### src/rtl/rx_defines.vh
// constants for the serial receive block: register offsets, field positions, reset values
// assumes: included by the receive block files and their verification files
//
// What this block does
// [RULE_01] software reads the ninth bit before the data byte; data read advances buffer
// [RULE_02] every buffer entry keeps ninth bit and frame, overrun, parity flags with data
// [RULE_03] software reads the status register before the data location
// [RULE_04] receive-complete flag is one exactly while unread data sits in buffer
// [RULE_05] clearing receiver enable flushes buffer and zeroes receive-complete
// [RULE_06] interrupt request stays high while flag and its enable are set
// [RULE_07] status writes never change the frame, overrun or parity flags
// [RULE_08] the error flags raise no interrupt request
// [RULE_09] software writes zero into the error flag positions of status
// [RULE_10] frame error shows first stop bit of next readable frame, one if low
// [RULE_11] frame error ignores stop-bit-count setting; only first stop bit checked
// [RULE_12] overrun when buffer full, shift register holds frame, new start bit seen
// [RULE_13] overrun clears when a frame moves successfully into the buffer
// [RULE_14] parity checked only with enable bit set; odd select chooses odd or even
// [RULE_15] checker compares data parity with parity bit, stores result with entry
// [RULE_16] parity flag set only if entry failed while checking enabled; valid until read
// [RULE_17] parity flag reads zero while parity checking is disabled
// [RULE_18] disabling receiver acts at once, abandons reception, discards buffered data
// [RULE_19] while disabled the serial input pin returns to normal port use
// [RULE_20] software flushes by reading data until receive-complete clears
// [RULE_21] receiver resynchronises on each start bit and majority filters every bit
// [RULE_22] oversampling sixteen per bit normally, eight in double speed
// [RULE_23] start bit rejected as noise if two of three centre samples are high
// [RULE_24] frame error set when voted stop bit is zero
// [RULE_25] unused upper data bits of short frames read as zero
// [RULE_26] completed frame waits in shift register while buffer full; start bit overruns
`ifndef RX_DEFINES_VH
`define RX_DEFINES_VH

// register offsets
`define REG_DATA 2'h0
`define REG_STATUS 2'h1
`define REG_CONTROL 2'h2
`define REG_FORMAT 2'h3

// status fields
`define ST_RXC 7
`define ST_FE 4
`define ST_DOR 3
`define ST_PE 2
`define ST_U2X 1

// control fields
`define CT_RX_COMPLETE_IRQ_ENABLE 7
`define CT_RECEIVER_ENABLE 4
`define CT_RX_NINTH_BIT 1

// format fields
`define FM_PARITY_ENABLE_BIT 5
`define FM_PARITY_ODD_SELECT 4
`define FM_STOP_BIT_COUNT_SELECT 3
`define FM_CSZ_HI 2
`define FM_CSZ_LO 1

// reset values
`define STATUS_RST 8'h00
`define CONTROL_RST 8'h00
`define FORMAT_RST 8'h06
`define BAUD_DIV_RST 16'h0000

// sample positions inside a bit, counted from 1
`define SAMP_N 5'd16
`define SAMP_D 5'd8
`define VOTE_N 5'd8
`define VOTE_D 5'd4

// entry layout: {pe, dor, fe, b8, data[7:0]}
`define ENTRY_W 12

`endif

### src/rtl/rx_uart.v
// serial receiver with two-entry buffer, status flags and receive-complete request
// assumes: 10 MHz clk_i; baud_div_i sets samples; global interrupt enable from outside
`timescale 1ns/10ps
`include "rx_defines.vh"

module rx_uart (
  // clock and reset
  input wire clk_i,
  input wire rst_i,
  // register port
  input wire [1:0] addr_i,
  input wire [7:0] wdata_i,
  input wire wr_i,
  input wire rd_i,
  output reg [7:0] rdata_o,
  // sample rate and global interrupt enable
  input wire [15:0] baud_div_i,
  input wire global_irq_en_i,
  // serial line
  input wire rxd_i,
  output reg pin_override_o,
  // interrupt request
  output reg rx_irq_o
);

  // ====================================================================
  // registers
  reg [7:0] control_q;
  reg [7:0] format_q;
  reg u2x_q;
  wire receiver_enable = control_q[`CT_RECEIVER_ENABLE];
  wire parity_enable_bit = format_q[`FM_PARITY_ENABLE_BIT];
  wire parity_odd_select = format_q[`FM_PARITY_ODD_SELECT];
  wire [1:0] char_size_select = format_q[`FM_CSZ_HI:`FM_CSZ_LO];
  wire nine_bit = control_q[2] & (&char_size_select);

  // ====================================================================
  // sample-rate enable
  reg [15:0] div_q;
  reg tick_q;
  always @(posedge clk_i) begin
    if (rst_i) begin
      div_q <= `BAUD_DIV_RST;
      tick_q <= 1'b0;
    end else if (div_q == 16'h0000) begin
      div_q <= baud_div_i;
      tick_q <= 1'b1;
    end else begin
      div_q <= div_q - 16'h0001;
      tick_q <= 1'b0;
    end
  end

  // ====================================================================
  // line sampling
  wire rxd_s;
  rx_sync3 u_sync (
    .clk_i(clk_i),
    .rst_i(rst_i),
    .async_i(rxd_i),
    .sync_o(rxd_s)
  );

  // ====================================================================
  // buffer
  reg [1:0] count_q;
  reg wptr_q;
  reg rptr_q;
  wire [`ENTRY_W-1:0] head;
  reg [`ENTRY_W-1:0] shift_entry_q;
  reg held_q;
  wire rd_data = rd_i && addr_i == `REG_DATA && count_q != 2'h0;
  wire push = held_q && (count_q != 2'h2 || rd_data);
  // a loss seen while this frame waited is flagged on it as it enters the buffer
  wire [`ENTRY_W-1:0] push_entry = {shift_entry_q[11], shift_entry_q[10] | overrun_pend_q,
    shift_entry_q[9:0]};

  rx_entry_mem u_mem (
    .clk_i(clk_i),
    .wr_i(push),
    .wr_addr_i(wptr_q),
    .wr_data_i(push_entry),
    .rd_addr_i(rptr_q),
    .rd_data_o()
  );

  // head kept in flops too, since status reads need it in the same cycle
  reg [`ENTRY_W-1:0] ent_q [0:1];
  assign head = ent_q[rptr_q];

  // ====================================================================
  // receive state machine
  localparam S_IDLE = 2'h0;
  localparam S_START = 2'h1;
  localparam S_BITS = 2'h2;
  localparam S_STOP = 2'h3;
  reg [1:0] state_q;
  reg [4:0] samp_q;
  reg [3:0] bit_q;
  reg [9:0] sh_q;
  reg [2:0] vote_q;
  reg overrun_pend_q;

  wire [4:0] nsamp = u2x_q ? `SAMP_D : `SAMP_N; // RULE_22
  wire [4:0] vfirst = u2x_q ? `VOTE_D : `VOTE_N;
  wire voted = (vote_q[0] & vote_q[1]) | (vote_q[0] & vote_q[2]) | (vote_q[1] & vote_q[2]);
  wire [3:0] dbits = {2'b00, char_size_select} + 4'd5 + {3'b000, nine_bit};
  wire [3:0] nbits = dbits + {3'b000, parity_enable_bit};
  wire at_end = tick_q && samp_q == nsamp;

  // data bits masked to frame length; upper bits zero for short frames
  reg [8:0] dmask; // RULE_25
  reg par_calc;
  integer i;
  always @* begin
    dmask = 9'h000;
    for (i = 0; i < 9; i = i + 1) begin
      if (i < dbits) begin
        dmask[i] = 1'b1;
      end
    end
    par_calc = ^(sh_q[8:0] & dmask) ^ parity_odd_select; // RULE_14
  end
  wire par_bit = sh_q[dbits];
  wire pe_new = parity_enable_bit && (par_calc != par_bit); // RULE_15 RULE_16 RULE_17

  always @(posedge clk_i) begin
    if (rst_i || !receiver_enable) begin // RULE_18
      state_q <= S_IDLE;
      samp_q <= 5'd0;
      bit_q <= 4'd0;
      sh_q <= 10'h000;
      vote_q <= 3'b000;
      held_q <= 1'b0;
      shift_entry_q <= {`ENTRY_W{1'b0}};
      overrun_pend_q <= 1'b0;
      count_q <= 2'h0;
      wptr_q <= 1'b0;
      rptr_q <= 1'b0; // RULE_05
      ent_q[0] <= {`ENTRY_W{1'b0}};
      ent_q[1] <= {`ENTRY_W{1'b0}};
    end else begin
      if (push) begin
        held_q <= 1'b0;
        ent_q[wptr_q] <= push_entry; // RULE_02 RULE_12
        wptr_q <= ~wptr_q;
        overrun_pend_q <= 1'b0; // RULE_13
      end
      if (rd_data) begin
        rptr_q <= ~rptr_q;
      end
      count_q <= count_q + {1'b0, push} - {1'b0, rd_data};
      if (tick_q && state_q != S_IDLE) begin
        samp_q <= (samp_q == nsamp) ? 5'd1 : samp_q + 5'd1;
        if (samp_q == vfirst) begin
          vote_q[0] <= rxd_s;
        end else if (samp_q == vfirst + 5'd1) begin
          vote_q[1] <= rxd_s;
        end else if (samp_q == vfirst + 5'd2) begin
          vote_q[2] <= rxd_s; // RULE_21
        end
      end
      case (state_q)
        S_IDLE: begin
          if (tick_q && !rxd_s) begin
            state_q <= S_START; // RULE_21
            samp_q <= 5'd2;
            if (held_q && count_q == 2'h2 && !rd_data) begin
              overrun_pend_q <= 1'b1; // RULE_12 RULE_26
            end
          end
        end
        S_START: begin
          if (tick_q && samp_q == vfirst + 5'd3) begin
            if (voted) begin
              state_q <= S_IDLE; // RULE_23
            end
          end else if (at_end) begin
            state_q <= S_BITS;
            bit_q <= 4'd0;
          end
        end
        S_BITS: begin
          if (at_end) begin
            sh_q[bit_q] <= voted;
            bit_q <= bit_q + 4'd1;
            if (bit_q + 4'd1 == nbits) begin
              state_q <= S_STOP;
            end
          end
        end
        S_STOP: begin
          // only first stop bit looked at, regardless of stop count RULE_11
          if (tick_q && samp_q == vfirst + 5'd3) begin
            state_q <= S_IDLE;
            if (!held_q) begin
              held_q <= 1'b1;
              // overrun flag travels with the frame that waited in the shift register during the loss RULE_13
              shift_entry_q <= {pe_new, overrun_pend_q, ~voted, sh_q[8:0] & dmask}; // RULE_24
            end
          end
        end
        default: begin
          state_q <= S_IDLE;
        end
      endcase
    end
  end

  // ====================================================================
  // register writes; error flag bits of status are not writable
  always @(posedge clk_i) begin
    if (rst_i) begin
      control_q <= `CONTROL_RST;
      format_q <= `FORMAT_RST;
      u2x_q <= 1'b0;
    end else if (wr_i) begin
      case (addr_i)
        `REG_STATUS: u2x_q <= wdata_i[`ST_U2X]; // RULE_07 RULE_09
        `REG_CONTROL: control_q <= wdata_i & 8'hfd;
        `REG_FORMAT: format_q <= wdata_i;
        default: begin
        end
      endcase
    end
  end

  // ====================================================================
  // read data and outputs
  wire rx_complete_flag = count_q != 2'h0; // RULE_04
  wire [7:0] status_v;
  assign status_v = {rx_complete_flag, 2'b00, rx_complete_flag & head[9], rx_complete_flag & head[10],
    rx_complete_flag & head[11] & parity_enable_bit, u2x_q, 1'b0}; // RULE_10 RULE_17 RULE_03

  always @(posedge clk_i) begin
    if (rst_i) begin
      rdata_o <= 8'h00;
      rx_irq_o <= 1'b0;
      pin_override_o <= 1'b0;
    end else begin
      rdata_o <= 8'h00;
      if (rd_i) begin
        case (addr_i)
          `REG_DATA: rdata_o <= rx_complete_flag ? head[7:0] : 8'h00; // RULE_25
          `REG_STATUS: rdata_o <= status_v;
          `REG_CONTROL: rdata_o <= {control_q[7:2], rx_complete_flag & head[8], 1'b0}; // RULE_01
          `REG_FORMAT: rdata_o <= format_q;
          default: rdata_o <= 8'h00;
        endcase
      end
      // request follows the flag only; error flags never raise it RULE_08
      rx_irq_o <= control_q[`CT_RX_COMPLETE_IRQ_ENABLE] & global_irq_en_i & rx_complete_flag & receiver_enable; // RULE_06
      pin_override_o <= receiver_enable; // RULE_19
    end
  end

endmodule

### src/rtl/rx_entry_mem.v
// two-entry storage for received frames, registered read data
// assumes: single clock, writer never writes a full buffer
`timescale 1ns/10ps
`include "rx_defines.vh"

module rx_entry_mem (
  // clock
  input wire clk_i,
  // write side
  input wire wr_i,
  input wire wr_addr_i,
  input wire [`ENTRY_W-1:0] wr_data_i,
  // read side
  input wire rd_addr_i,
  output reg [`ENTRY_W-1:0] rd_data_o
);

  reg [`ENTRY_W-1:0] mem_q [0:1];

  always @(posedge clk_i) begin
    if (wr_i) begin
      mem_q[wr_addr_i] <= wr_data_i;
    end
    rd_data_o <= mem_q[rd_addr_i];
  end

endmodule

### src/rtl/rx_sync3.v
// three-stage input synchroniser; output moves once stages two and three agree
// assumes: input asynchronous to clk_i
`timescale 1ns/10ps

module rx_sync3 (
  // clock and reset
  input wire clk_i,
  input wire rst_i,
  // async in, clean out
  input wire async_i,
  output reg sync_o
);

  reg s1_q;
  reg s2_q;
  reg s3_q;

  always @(posedge clk_i) begin
    if (rst_i) begin
      s1_q <= 1'b1;
      s2_q <= 1'b1;
      s3_q <= 1'b1;
      sync_o <= 1'b1;
    end else begin
      s1_q <= async_i;
      s2_q <= s1_q;
      s3_q <= s2_q;
      if (s2_q == s3_q) begin
        sync_o <= s3_q;
      end
    end
  end

endmodule

### config.mk
export PLATFORM = sky130hd
export DESIGN_NAME = rx_uart
export DESIGN_NICKNAME = d
export VERILOG_FILES = /design/src/rtl/rx_uart.v /design/src/rtl/rx_entry_mem.v /design/src/rtl/rx_sync3.v
export VERILOG_INCLUDE_DIRS = /design/src /design/src/rtl
export SDC_FILE = /design/constraint.sdc
export NUM_CORES = 1
export LEC_CHECK = 0
export ABC_AREA = 1
export BUFFER_PORTS_ARGS = -buffer_cell sky130_fd_sc_hd__buf_4
export CELL_PAD_IN_SITES_DETAIL_PLACEMENT = 1
export CELL_PAD_IN_SITES_GLOBAL_PLACEMENT = 2
export CORE_UTILIZATION = 35
export DETAILED_ROUTE_END_ITERATION = 7
export MAX_ROUTING_LAYER = met4
export PLACE_DENSITY = 0.86
export SLEW_MARGIN = 20
export SYNTH_ARGS = -nofsm -noshare
export SYNTH_HDL_FRONTEND = slang
export SYNTH_SLANG_ARGS = --single-unit
### constraint.sdc
create_clock -name clk_i -period 3 [get_ports clk_i]
set_clock_uncertainty 0.05 [all_clocks]
set_input_delay 0.15 -clock clk_i [delete_from_list [all_inputs] [get_ports clk_i]]
set_output_delay 0.15 -clock clk_i [all_outputs]
set_load 0.01 [all_outputs]
==> results.cfg, run 1 <==
[outcome]
outcome = complete, no violations

[power]
power.ir.vdd_worst_v = 0.000391
cellInternalPower_mw = 3.30
total_power_draw_mw = 4.52
power.share.combinational_pct = 16.3
netSwitchingFraction_pct = 26.9
pwr-share-seq_pct = 38.7
power.switching_mw = 1.22
clkPwrFrac_pct = 45.1
p_leak_nw = 2.84
p_per_area_nw_per_um2 = 670

[place]
placed_area_um2 = 5940
detailed_place_hpwl_um = 10600
buffer_ports.inserted = 41
pre_cts_ws_ns = 0.546
dpl.cell_count = 921
globalplace.congestion = 0.822

[clocking]
clkLatencyLatePin_ns = 0.42
cts-root-to-sink-buffers = 2
tritoncts = done
clk_pin_slew_ns = 0.05
cts-buffers-inserted = 17
htree_num_levels = 4
cts_resized = 0
root_buffer = sky130_fd_sc_hd__clkbuf_16
cts.sinks = 113

[floorplanning]
fp.dieH_um = 127
ioPinCount = 42
rows = 45
die_x_um = 127
floorplan.die_area_um2 = 16100
core_area_um2 = 15200
floorplan.initialDensity_pct = 36.0

[grt]
grt_start_max_net_pins = 35
grt_use_total_pct = 19.8
grt_antenna_before_repair = 0
grt_overflow_total = 0
first_global_vias = 4986
grt_first_pass_wirelength_um = 24000

[sta]
fin_setup_tns_ns = 0
rsz0062_at_grt = no
layout_min_cycle_time_ns = 2.41
setup-violations-final = 0
holdWs_ns = 0.00929
finalHoldViolCount = 0
worst_slew_margin_rel_pct = 53.2
maxClockFrequency_mhz = 415
report.final.slew_viol_count = 0
setup_slack_ns = 0.590
max_slew.worst_pin.slew_ns = 0.699
final_min_period_over_clock_period_pct = 80.3

[synth]
synth_largest_area_cell = sky130_fd_sc_hd__dfxtp_1
synth_fp_nets = 756
synthArstFlopShare_pct = 0
synthesis.yosys.warnings = 0
synth-seq-area-share_pct = 45.7
synth_ff_type = sky130_fd_sc_hd__dfxtp_1
avgSynthCellArea_um2 = 7.75
post_synthesis_sequential_element_count = 113
yosys-top-cells-area = sky130_fd_sc_hd__dfxtp_1 (33%), sky130_fd_sc_hd__edfxtp_1 (13%), sky130_fd_sc_hd__nand2_1 (9.8%), sky130_fd_sc_hd__inv_1 (7.0%), sky130_fd_sc_hd__a21oi_1 (6.1%)
synthesis.area_um2 = 5470
syn-instance-count = 706
synth_top_area_share_pct = 32.6
yosys.cell_types.count = 47
synth_edf_count = 24

[critical_path]
crit_path_end_kind = flip-flop
timing.critical_path.fanout_max = 5
start_kind = flip-flop
critical_path_class = flip-flop to flip-flop
worstPathRequired_ns = 3.25
cp.arrival_ns = 2.66

[detailed_routing]
post_drt_via_cell_ratio = 4.89
wl_per_cell_um = 14.7
detailedRoute.firstIterationViolations = 194
antenna_violating_nets_post_route = 0
wirelength_um = 14300
dr_total_vias = 4749
detailedRoute.firstPassIterationCount = 4
route.detailed.drc = 0

[hold_path]
hold_class = primary input to flip-flop

[finish]
nNetsFinal = 821
layout.area.seq_um2 = 2500
synthToLayoutAreaGrowth_pct = 23.3
multi_input_area_um2 = 2470
layout.cells.non_filler = 972
diodes = 0
num-fill-cells = 1876
final_design_area_no_fill_um2 = 6750
postLayoutCoreUtil_pct = 44.4
final_layout_size_suffix_gt1_share_pct = 13.8

[flow_run]
drv.max_cap_violation_count = 0
[cell usage in the layout, fill, tap and decap left out, types with 4 or more instances in the layout]
cell and n:
sky130_fd_sc_hd__a21oi_1 67, sky130_fd_sc_hd__a31oi_1 7, sky130_fd_sc_hd__buf_4 44, sky130_fd_sc_hd__clkbuf_16 18, sky130_fd_sc_hd__clkbuf_8 4, sky130_fd_sc_hd__dfxtp_1 89
sky130_fd_sc_hd__dlygate4sd3_1 19, sky130_fd_sc_hd__edfxtp_1 24, sky130_fd_sc_hd__ha_1 17, sky130_fd_sc_hd__inv_1 102, sky130_fd_sc_hd__inv_2 4, sky130_fd_sc_hd__nand2_1 143
sky130_fd_sc_hd__nand3_1 40, sky130_fd_sc_hd__nand4_1 8, sky130_fd_sc_hd__nor2_1 55, sky130_fd_sc_hd__nor2_2 11, sky130_fd_sc_hd__nor3_1 4, sky130_fd_sc_hd__o21ai_0 56
sky130_fd_sc_hd__o21ai_1 6, sky130_fd_sc_hd__or2_2 4, sky130_fd_sc_hd__xor2_1 11
[layer usage]
metal	wire length [µm]	part of all wire [%]	vias up	global-route usage, %
met5	0	0	-	-
met4	204	1.4	0	7.14
met3	561	3.9	18	5.19
met2	6750	47	71	31.8
met1	6800	48	2231	24.0
li1	-	-	2429	-
[power groups by stage]
stage	combinational, mW	sequential, mW	clock [mW]
finish	0.735	1.75	2.04
global route	0.842	1.76	2.15
CTS	0.742	1.75	2.08
detailed placement	0.714	1.78	0
global placement	0.689	1.77	0
floorplan	0.536	1.76	0
[timing repair]
action	in CTS	in global routing
endpoints found under the hold margin	21	0
hold buffers	19	0
buffers inserted	0	0
[final timing paths]
check	cells after the start	to	start	slack, ns
setup reg to reg	13	flip-flop	format_q[2]	0.59
hold / removal	3	div_q[2]	baud_div_i[2]	0.009
hold reg to reg	1	u_sync.s2_q	u_sync.s1_q	0.36
setup / recovery	13	flip-flop	format_q[2]	0.59
[cell usage after synthesis, types with 3 or more instances]
cell type / instances
sky130_fd_sc_hd__nand2_1: 143
sky130_fd_sc_hd__inv_1: 102
sky130_fd_sc_hd__dfxtp_1: 89
sky130_fd_sc_hd__a21oi_1: 67
sky130_fd_sc_hd__o21ai_0: 56
sky130_fd_sc_hd__nor2_1: 55
sky130_fd_sc_hd__nand3_1: 40
sky130_fd_sc_hd__edfxtp_1: 24
sky130_fd_sc_hd__ha_1: 17
sky130_fd_sc_hd__nor2_2: 11
sky130_fd_sc_hd__xor2_1: 11
sky130_fd_sc_hd__clkbuf_1: 9
sky130_fd_sc_hd__nand4_1: 8
sky130_fd_sc_hd__a31oi_1: 7
sky130_fd_sc_hd__o21ai_1: 6
sky130_fd_sc_hd__buf_2: 5
sky130_fd_sc_hd__inv_2: 4
sky130_fd_sc_hd__nor3_1: 4
sky130_fd_sc_hd__or2_2: 4
sky130_fd_sc_hd__buf_6: 3
sky130_fd_sc_hd__o21bai_1: 3
sky130_fd_sc_hd__xnor2_1: 3
[sequential cells by signal, indices dropped and copies added, names as in the netlist, named ones only]
register,cells
tick_q,1
sh_q,10
u_sync.s2_q,1
bit_q,4
rptr_q,1
u_sync.s1_q,1
wptr_q,1
rdata_o,8
vote_q,3
u2x_q,1
count_q,2
shift_entry_q,12
rx_irq_o,1
u_sync.sync_o,1
pin_override_o,1
samp_q,5
ent_q,24
state_q,1
overrun_pend_q,1
format_q,8
div_q,16
control_q,6
held_q,1
u_sync.s3_q,1
[worst max-delay path, cell delays in order (launching register included)]
cell	delay [ns]
sky130_fd_sc_hd__dfxtp_1	0.39
sky130_fd_sc_hd__nand3_1	0.14
sky130_fd_sc_hd__ha_1	0.32
sky130_fd_sc_hd__inv_1	0.06
sky130_fd_sc_hd__ha_1	0.17
sky130_fd_sc_hd__inv_1	0.06
sky130_fd_sc_hd__fa_1	0.42
sky130_fd_sc_hd__xnor2_1	0.13
sky130_fd_sc_hd__nor2_1	0.08
sky130_fd_sc_hd__nand3_1	0.08
sky130_fd_sc_hd__nand2_1	0.10
sky130_fd_sc_hd__nand4_1	0.13
sky130_fd_sc_hd__nand3_1	0.10
sky130_fd_sc_hd__nand2_1	0.06
[cells by family after synthesis]
family          after synthesis  share of synthesized area (%)
buf+inv                     125                           9.15
flops                       113                           45.7
simple gates                280                           23.1
compound gates              154                           15.2
mux                           2                          0.366
xor+xnor                     14                           2.24
fa+ha+maj                    18                           4.25
[area by class of cell]
type	instances	share of cell area (%)
clock buffer	24	7.60
clock inverter	8	1.47
inverter	108	6.05
multi-input combinational	468	36.6
sequential	113	37.1
tap	188	3.49
timing repair buffer	63	7.72
Power figures use the tool's default switching activity.
==> inputs of run 2 (changes only) <==
--- a/config.mk
+++ b/config.mk
@@ -10,10 +10,10 @@
 export BUFFER_PORTS_ARGS = -buffer_cell sky130_fd_sc_hd__buf_4
 export CELL_PAD_IN_SITES_DETAIL_PLACEMENT = 1
 export CELL_PAD_IN_SITES_GLOBAL_PLACEMENT = 2
-export CORE_UTILIZATION = 35
+export CORE_UTILIZATION = 32
 export DETAILED_ROUTE_END_ITERATION = 7
 export MAX_ROUTING_LAYER = met4
-export PLACE_DENSITY = 0.86
+export PLACE_DENSITY = 0.84
 export SLEW_MARGIN = 20
 export SYNTH_ARGS = -nofsm -noshare
 export SYNTH_HDL_FRONTEND = slang
==> constraint.sdc (replaced) <==
create_clock -name clk_i -period 2.1 [get_ports clk_i]
set_clock_uncertainty 0.05 [all_clocks]
set_input_delay 0.105 -clock clk_i [delete_from_list [all_inputs] [get_ports clk_i]]
set_output_delay 0.105 -clock clk_i [all_outputs]
set_load 0.01 [all_outputs]
==> results.cfg, run 2 (synthesis gave the netlist of run 1 again) <==
[power]
power.share.combinational_pct = 18.0
p_per_area_nw_per_um2 = 908
pwr-share-seq_pct = 37.8
power.ir.vdd_worst_v = 0.000610
power.switching_mw = 1.95
clkPwrFrac_pct = 44.2
total_power_draw_mw = 6.60
netSwitchingFraction_pct = 29.6
cellInternalPower_mw = 4.64
p_leak_nw = 3.01

[sta]
fin_setup_tns_ns = -0.244
finalHoldViolCount = 0
final_min_period_over_clock_period_pct = 105
maxClockFrequency_mhz = 456
max_slew.worst_pin.slew_ns = 0.616
report.final.slew_viol_count = 0
layout_min_cycle_time_ns = 2.20
rsz0062_at_grt = yes
setup-violations-final = 3
worst_slew_margin_rel_pct = 58.9
setup_slack_ns = -0.0953

[clocking]
clk_pin_slew_ns = 0.06
cts-buffers-inserted = 17
htree_num_levels = 4
root_buffer = sky130_fd_sc_hd__clkbuf_16
cts.sinks = 113
cts-root-to-sink-buffers = 2
tritoncts = done
clkLatencyLatePin_ns = 0.42

[detailed_routing]
post_drt_via_cell_ratio = 4.84
antenna_violating_nets_post_route = 0
wl_per_cell_um = 14.9
detailedRoute.firstPassIterationCount = 4
route.detailed.drc = 0
wirelength_um = 15500
dr_total_vias = 5028
detailedRoute.firstIterationViolations = 212

[place]
detailed_place_hpwl_um = 10900
globalplace.congestion = 0.821
placed_area_um2 = 6130
pre_cts_ws_ns = -0.171
buffer_ports.inserted = 41

[floorplanning]
floorplan.initialDensity_pct = 32.9
core_area_um2 = 16600
fp.dieH_um = 133
floorplan.die_area_um2 = 17600
die_x_um = 133
rows = 47
ioPinCount = 42

[finish]
layout.cells.most_common = sky130_fd_sc_hd__nand2_1
num-fill-cells = 1968
nNetsFinal = 856
layout.cells.most_common_list = sky130_fd_sc_hd__nand2_1 (130), sky130_fd_sc_hd__inv_1 (95), sky130_fd_sc_hd__dfxtp_1 (85)
registers.top_by_ff_count = ent_q
biggestRegsByFlops = ent_q: 24 flops, div_q: 16 flops, shift_entry_q: 12 flops
diodes = 0
final_design_area_no_fill_um2 = 7270
largest_reg_flops = 24
final_layout_size_suffix_gt1_share_pct = 20.9
synthToLayoutAreaGrowth_pct = 32.9

[critical_path]
cp.arrival_ns = 2.50
critical_path_class = flip-flop to flip-flop
start_kind = flip-flop
crit_path_end_kind = flip-flop
timing.critical_path.fanout_max = 4
worstPathRequired_ns = 2.41

[grt]
grt_use_total_pct = 19.0
grt_start_max_net_pins = 36
grt_overflow_total = 0
first_global_vias = 5278
grt_antenna_before_repair = 0
grt_first_pass_wirelength_um = 25700

[flow_run]
drv.max_cap_violation_count = 0

[hold_path]
hold_class = primary input to flip-flop

[outcome]
outcome = complete, but fails checks
violated_checks = negative setup slack
-- run 2: cell types whose count changed in the layout (fill, tap and decap cells not counted), sizes merged --
cell / change
clkinv: -1
clkinvlp: +1
buf: +22
inv: +7
dlygate4sd3: +13
clkbuf: -7
-- run 2: metal layers --
metal	vias up	part of all wire, %	global-route usage [%]
met3	19	3.1	4.67
met2	77	49	31.6
li1	2502	-	-
met1	2430	46	22.5
met4	0	1.4	6.07
met5	-	0	-
-- run 2: power by group through the flow --
stage | sequential (mW) | combinational (mW) | clock, mW
after global routing | 2.51 | 1.34 | 3.08
after detailed placement | 2.54 | 1.08 | 0
after floorplan | 2.51 | 0.770 | 0
after global placement | 2.53 | 1.04 | 0
final | 2.49 | 1.19 | 2.92
after CTS | 2.49 | 1.15 | 2.98
-- run 2: stage by stage --
step | cells | utilization [%] | hold WS (ns)
2_1_floorplan | 706 | - | 0.159
3_3_place_gp | 967 | 36.9 | 0.244
3_5_place_dp | 967 | 36.9 | 0.243
4_1_cts | 1037 | 42.8 | 0.00106
5_1_grt | 1039 | 43.7 | 0.0280
6_report | 1039 | 43.7 | 0.0168
-- run 2: final timing paths --
path,from,end,slack [ns],cells past startpoint
setup reg to reg,format_q[1],shift_entry_q[11],-0.1,17
hold reg to reg,u_sync.s1_q,u_sync.s2_q,0.37,1
hold / removal,baud_div_i[15],div_q[15],0.02,4
setup / recovery,format_q[1],shift_entry_q[11],-0.1,17
-- run 2: area by class of cell --
cell class | count | area [µm²] | area share [%]
Multi-Input combinational cell | 468 | 2640 | 36.3
Sequential cell | 113 | 2510 | 34.5
Timing Repair Buffer | 98 | 832 | 11.4
Clock buffer | 17 | 425 | 5.85
Inverter | 108 | 419 | 5.76
Clock inverter | 15 | 171 | 2.36
Tap cell | 220 | 275 | 3.79
-- run 2: repair_timing --
item	4_1_cts	5_1_grt
pin swaps	8	11
gates resized for setup	8	36
gates cloned	0	0
buffers inserted	6	3
hold buffers	32	0
endpoints found under the setup margin	3	4
hold endpoints to repair	31	0
-- run 2: critical path, cell delays in order, from the launching register on --
cell and delay [ns]:
sky130_fd_sc_hd__dfxtp_4 0.37, sky130_fd_sc_hd__nand3_4 0.07, sky130_fd_sc_hd__buf_4 0.14, sky130_fd_sc_hd__buf_4 0.13
sky130_fd_sc_hd__ha_4 0.18, sky130_fd_sc_hd__ha_4 0.26, sky130_fd_sc_hd__inv_6 0.07, sky130_fd_sc_hd__buf_6 0.10
sky130_fd_sc_hd__nand3_4 0.07, sky130_fd_sc_hd__nand2_2 0.07, sky130_fd_sc_hd__nand2_1 0.06, sky130_fd_sc_hd__nand2_1 0.11
sky130_fd_sc_hd__nand2_2 0.09, sky130_fd_sc_hd__nand2_2 0.07, sky130_fd_sc_hd__nand2_1 0.05, sky130_fd_sc_hd__nand2_1 0.07
sky130_fd_sc_hd__nand2_1 0.06, sky130_fd_sc_hd__a21oi_2 0.12
==> inputs of run 3 (changes only) <==
--- a/config.mk
+++ b/config.mk
@@ -11,6 +11,7 @@
 export CELL_PAD_IN_SITES_DETAIL_PLACEMENT = 1
 export CELL_PAD_IN_SITES_GLOBAL_PLACEMENT = 2
 export CORE_UTILIZATION = 32
+export CTS_CLUSTER_SIZE = 40
 export DETAILED_ROUTE_END_ITERATION = 7
 export MAX_ROUTING_LAYER = met4
 export PLACE_DENSITY = 0.84
@@ -18,3 +19,4 @@
 export SYNTH_ARGS = -nofsm -noshare
 export SYNTH_HDL_FRONTEND = slang
 export SYNTH_SLANG_ARGS = --single-unit
+export TNS_END_PERCENT = 10
==> results.cfg, run 3 (synthesis gave the netlist of run 1 again) <==
[power]
p_per_area_nw_per_um2 = 922
p_leak_nw = 2.98
total_power_draw_mw = 6.55
power.ir.vdd_worst_v = 0.000606

[detailed_routing]
wirelength_um = 15100
wl_per_cell_um = 14.6
post_drt_via_cell_ratio = 4.80
antenna_violating_nets_post_route = 0
detailedRoute.firstPassIterationCount = 4
route.detailed.drc = 0
dr_total_vias = 4964
detailedRoute.firstIterationViolations = 182

[sta]
maxClockFrequency_mhz = 453
fin_setup_tns_ns = -0.207
layout_min_cycle_time_ns = 2.21
final_min_period_over_clock_period_pct = 105
max_slew.worst_pin.slew_ns = 0.616
setup_slack_ns = -0.109
report.final.slew_viol_count = 0
finalHoldViolCount = 0
rsz0062_at_grt = yes
worst_slew_margin_rel_pct = 58.9
setup-violations-final = 3

[floorplanning]
fp.dieH_um = 133
rows = 47
core_area_um2 = 16600
die_x_um = 133
ioPinCount = 42
floorplan.die_area_um2 = 17600
floorplan.initialDensity_pct = 32.9

[critical_path]
cp.arrival_ns = 2.47
crit-reg2reg-launch = format_q[1]
reg2reg_depth = 13
timing.critical_path.fanout_max = 3
worstPathRequired_ns = 2.37
worst-r2r-setup-slack_ns = -0.11
start_kind = flip-flop
critical_path_class = flip-flop to flip-flop
crit_path_end_kind = flip-flop

[grt]
grt_start_max_net_pins = 36
grt_use_total_pct = 18.9
first_global_vias = 5242
grt_overflow_total = 0
grt_antenna_before_repair = 0
grt_first_pass_wirelength_um = 25500

[finish]
final_layout_size_suffix_gt1_share_pct = 17.4
largest_reg_flops = 24
num-fill-cells = 1989
diodes = 0
nNetsFinal = 852
layout.cells.most_common_list = sky130_fd_sc_hd__nand2_1 (142), sky130_fd_sc_hd__inv_1 (98), sky130_fd_sc_hd__dfxtp_1 (85)
biggestRegsByFlops = ent_q: 24 flops, div_q: 16 flops, shift_entry_q: 12 flops
synthToLayoutAreaGrowth_pct = 29.8
registers.top_by_ff_count = ent_q
final_design_area_no_fill_um2 = 7100
layout.cells.most_common = sky130_fd_sc_hd__nand2_1

[outcome]
violated_checks = negative setup slack
outcome = complete, but fails checks

[place]
globalplace.congestion = 0.821
buffer_ports.inserted = 41
placed_area_um2 = 6130
detailed_place_hpwl_um = 10900

[flow_run]
drv.max_cap_violation_count = 0

[clocking]
cts.sinks = 113
clkLatencyLatePin_ns = 0.42
cts-root-to-sink-buffers = 2
tritoncts = done
root_buffer = sky130_fd_sc_hd__clkbuf_16
htree_num_levels = 4
cts-buffers-inserted = 17
clk_pin_slew_ns = 0.06

[hold_path]
worst_hold_startpoint = baud_div_i[15]
hold_class = primary input to flip-flop
hold_path_depth = 4
min_delay_endpoint = div_q[15]
==> run 3: changes by cell type in the layout (fill, tap and decap cells not counted), sizes merged <==
cell / before / now
buf: 66 / 62
clkinvlp: 3 / 2
inv: 114 / 115
==> run 3: worst max path at each step <==
stage / startpoint / to / slack [ns]
finish: format_q[1] / flip-flop / -0.11
global route: format_q[1] / state_q[0] / -0.26
CTS: format_q[1] / flip-flop / -0.09
detailed placement: control_q[2] / flip-flop / -0.17
global placement: control_q[2] / flip-flop / -0.09
floorplan: format_q[2] / flip-flop / -0.04
==> run 3: area by class of cell <==
| type | instances | area (µm²) | area share [%] |
|---|---|---|---|
| Tap cell | 220 | 275 | 3.87 |
| Sequential cell | 113 | 2510 | 35.3 |
| Clock inverter | 15 | 171 | 2.41 |
| Multi-Input combinational cell | 468 | 2510 | 35.4 |
| Inverter | 108 | 410 | 5.78 |
| Clock buffer | 17 | 425 | 5.99 |
| Timing Repair Buffer | 94 | 798 | 11.2 |
==> run 3: worst max-delay path, cell delays in order (launching register included) <==
cell and delay [ns]:
sky130_fd_sc_hd__dfxtp_4 0.37, sky130_fd_sc_hd__nand3_4 0.08, sky130_fd_sc_hd__ha_4 0.29, sky130_fd_sc_hd__inv_4 0.04, sky130_fd_sc_hd__ha_4 0.15, sky130_fd_sc_hd__inv_2 0.04, sky130_fd_sc_hd__fa_1 0.41, sky130_fd_sc_hd__xnor2_1 0.14
sky130_fd_sc_hd__nor2_1 0.08, sky130_fd_sc_hd__nand3_1 0.09, sky130_fd_sc_hd__nand2_2 0.09, sky130_fd_sc_hd__nand4_1 0.12, sky130_fd_sc_hd__nand3_1 0.11, sky130_fd_sc_hd__nand2_1 0.05
==> run 3: timing repair <==
item,in CTS,in global routing
setup endpoints to repair,3,4
gates resized for setup,8,2
buffers inserted,4,0
hold buffers,32,0
pin swaps,8,0
hold endpoints to repair,31,0
==> run 3: power by group <==
| group | internal [mW] | total (mW) | switching (mW) | leakage (nW) |
|---|---|---|---|---|
| registers | 2.38 | 2.49 | 0.109 | 1.01 |
| logic | 0.460 | 1.14 | 0.683 | 1.68 |
| clock network | 1.78 | 2.91 | 1.14 | 0.288 |
| total | 4.62 | 6.55 | 1.93 | 2.98 |
==> run 3: stage by stage <==
step	hold slack (ns)	cells	setup slack, ns	utilization [%]
after detailed placement	0.243	967	-0.171	36.9
final	0.0162	1035	-0.109	42.7
after CTS	0.00106	1035	-0.0934	42.7
after global placement	0.244	967	-0.0874	36.9
after floorplan	0.159	706	-0.0364	-
after global routing	0.0280	1035	-0.263	42.7
==> run 3: routing by layer <==
layer / track usage, % / routed length [µm]
met1: 22.4 / 7010
met2: 31.2 / 7350
met3: 4.67 / 523
met4: 6.07 / 213
met5: - / 0
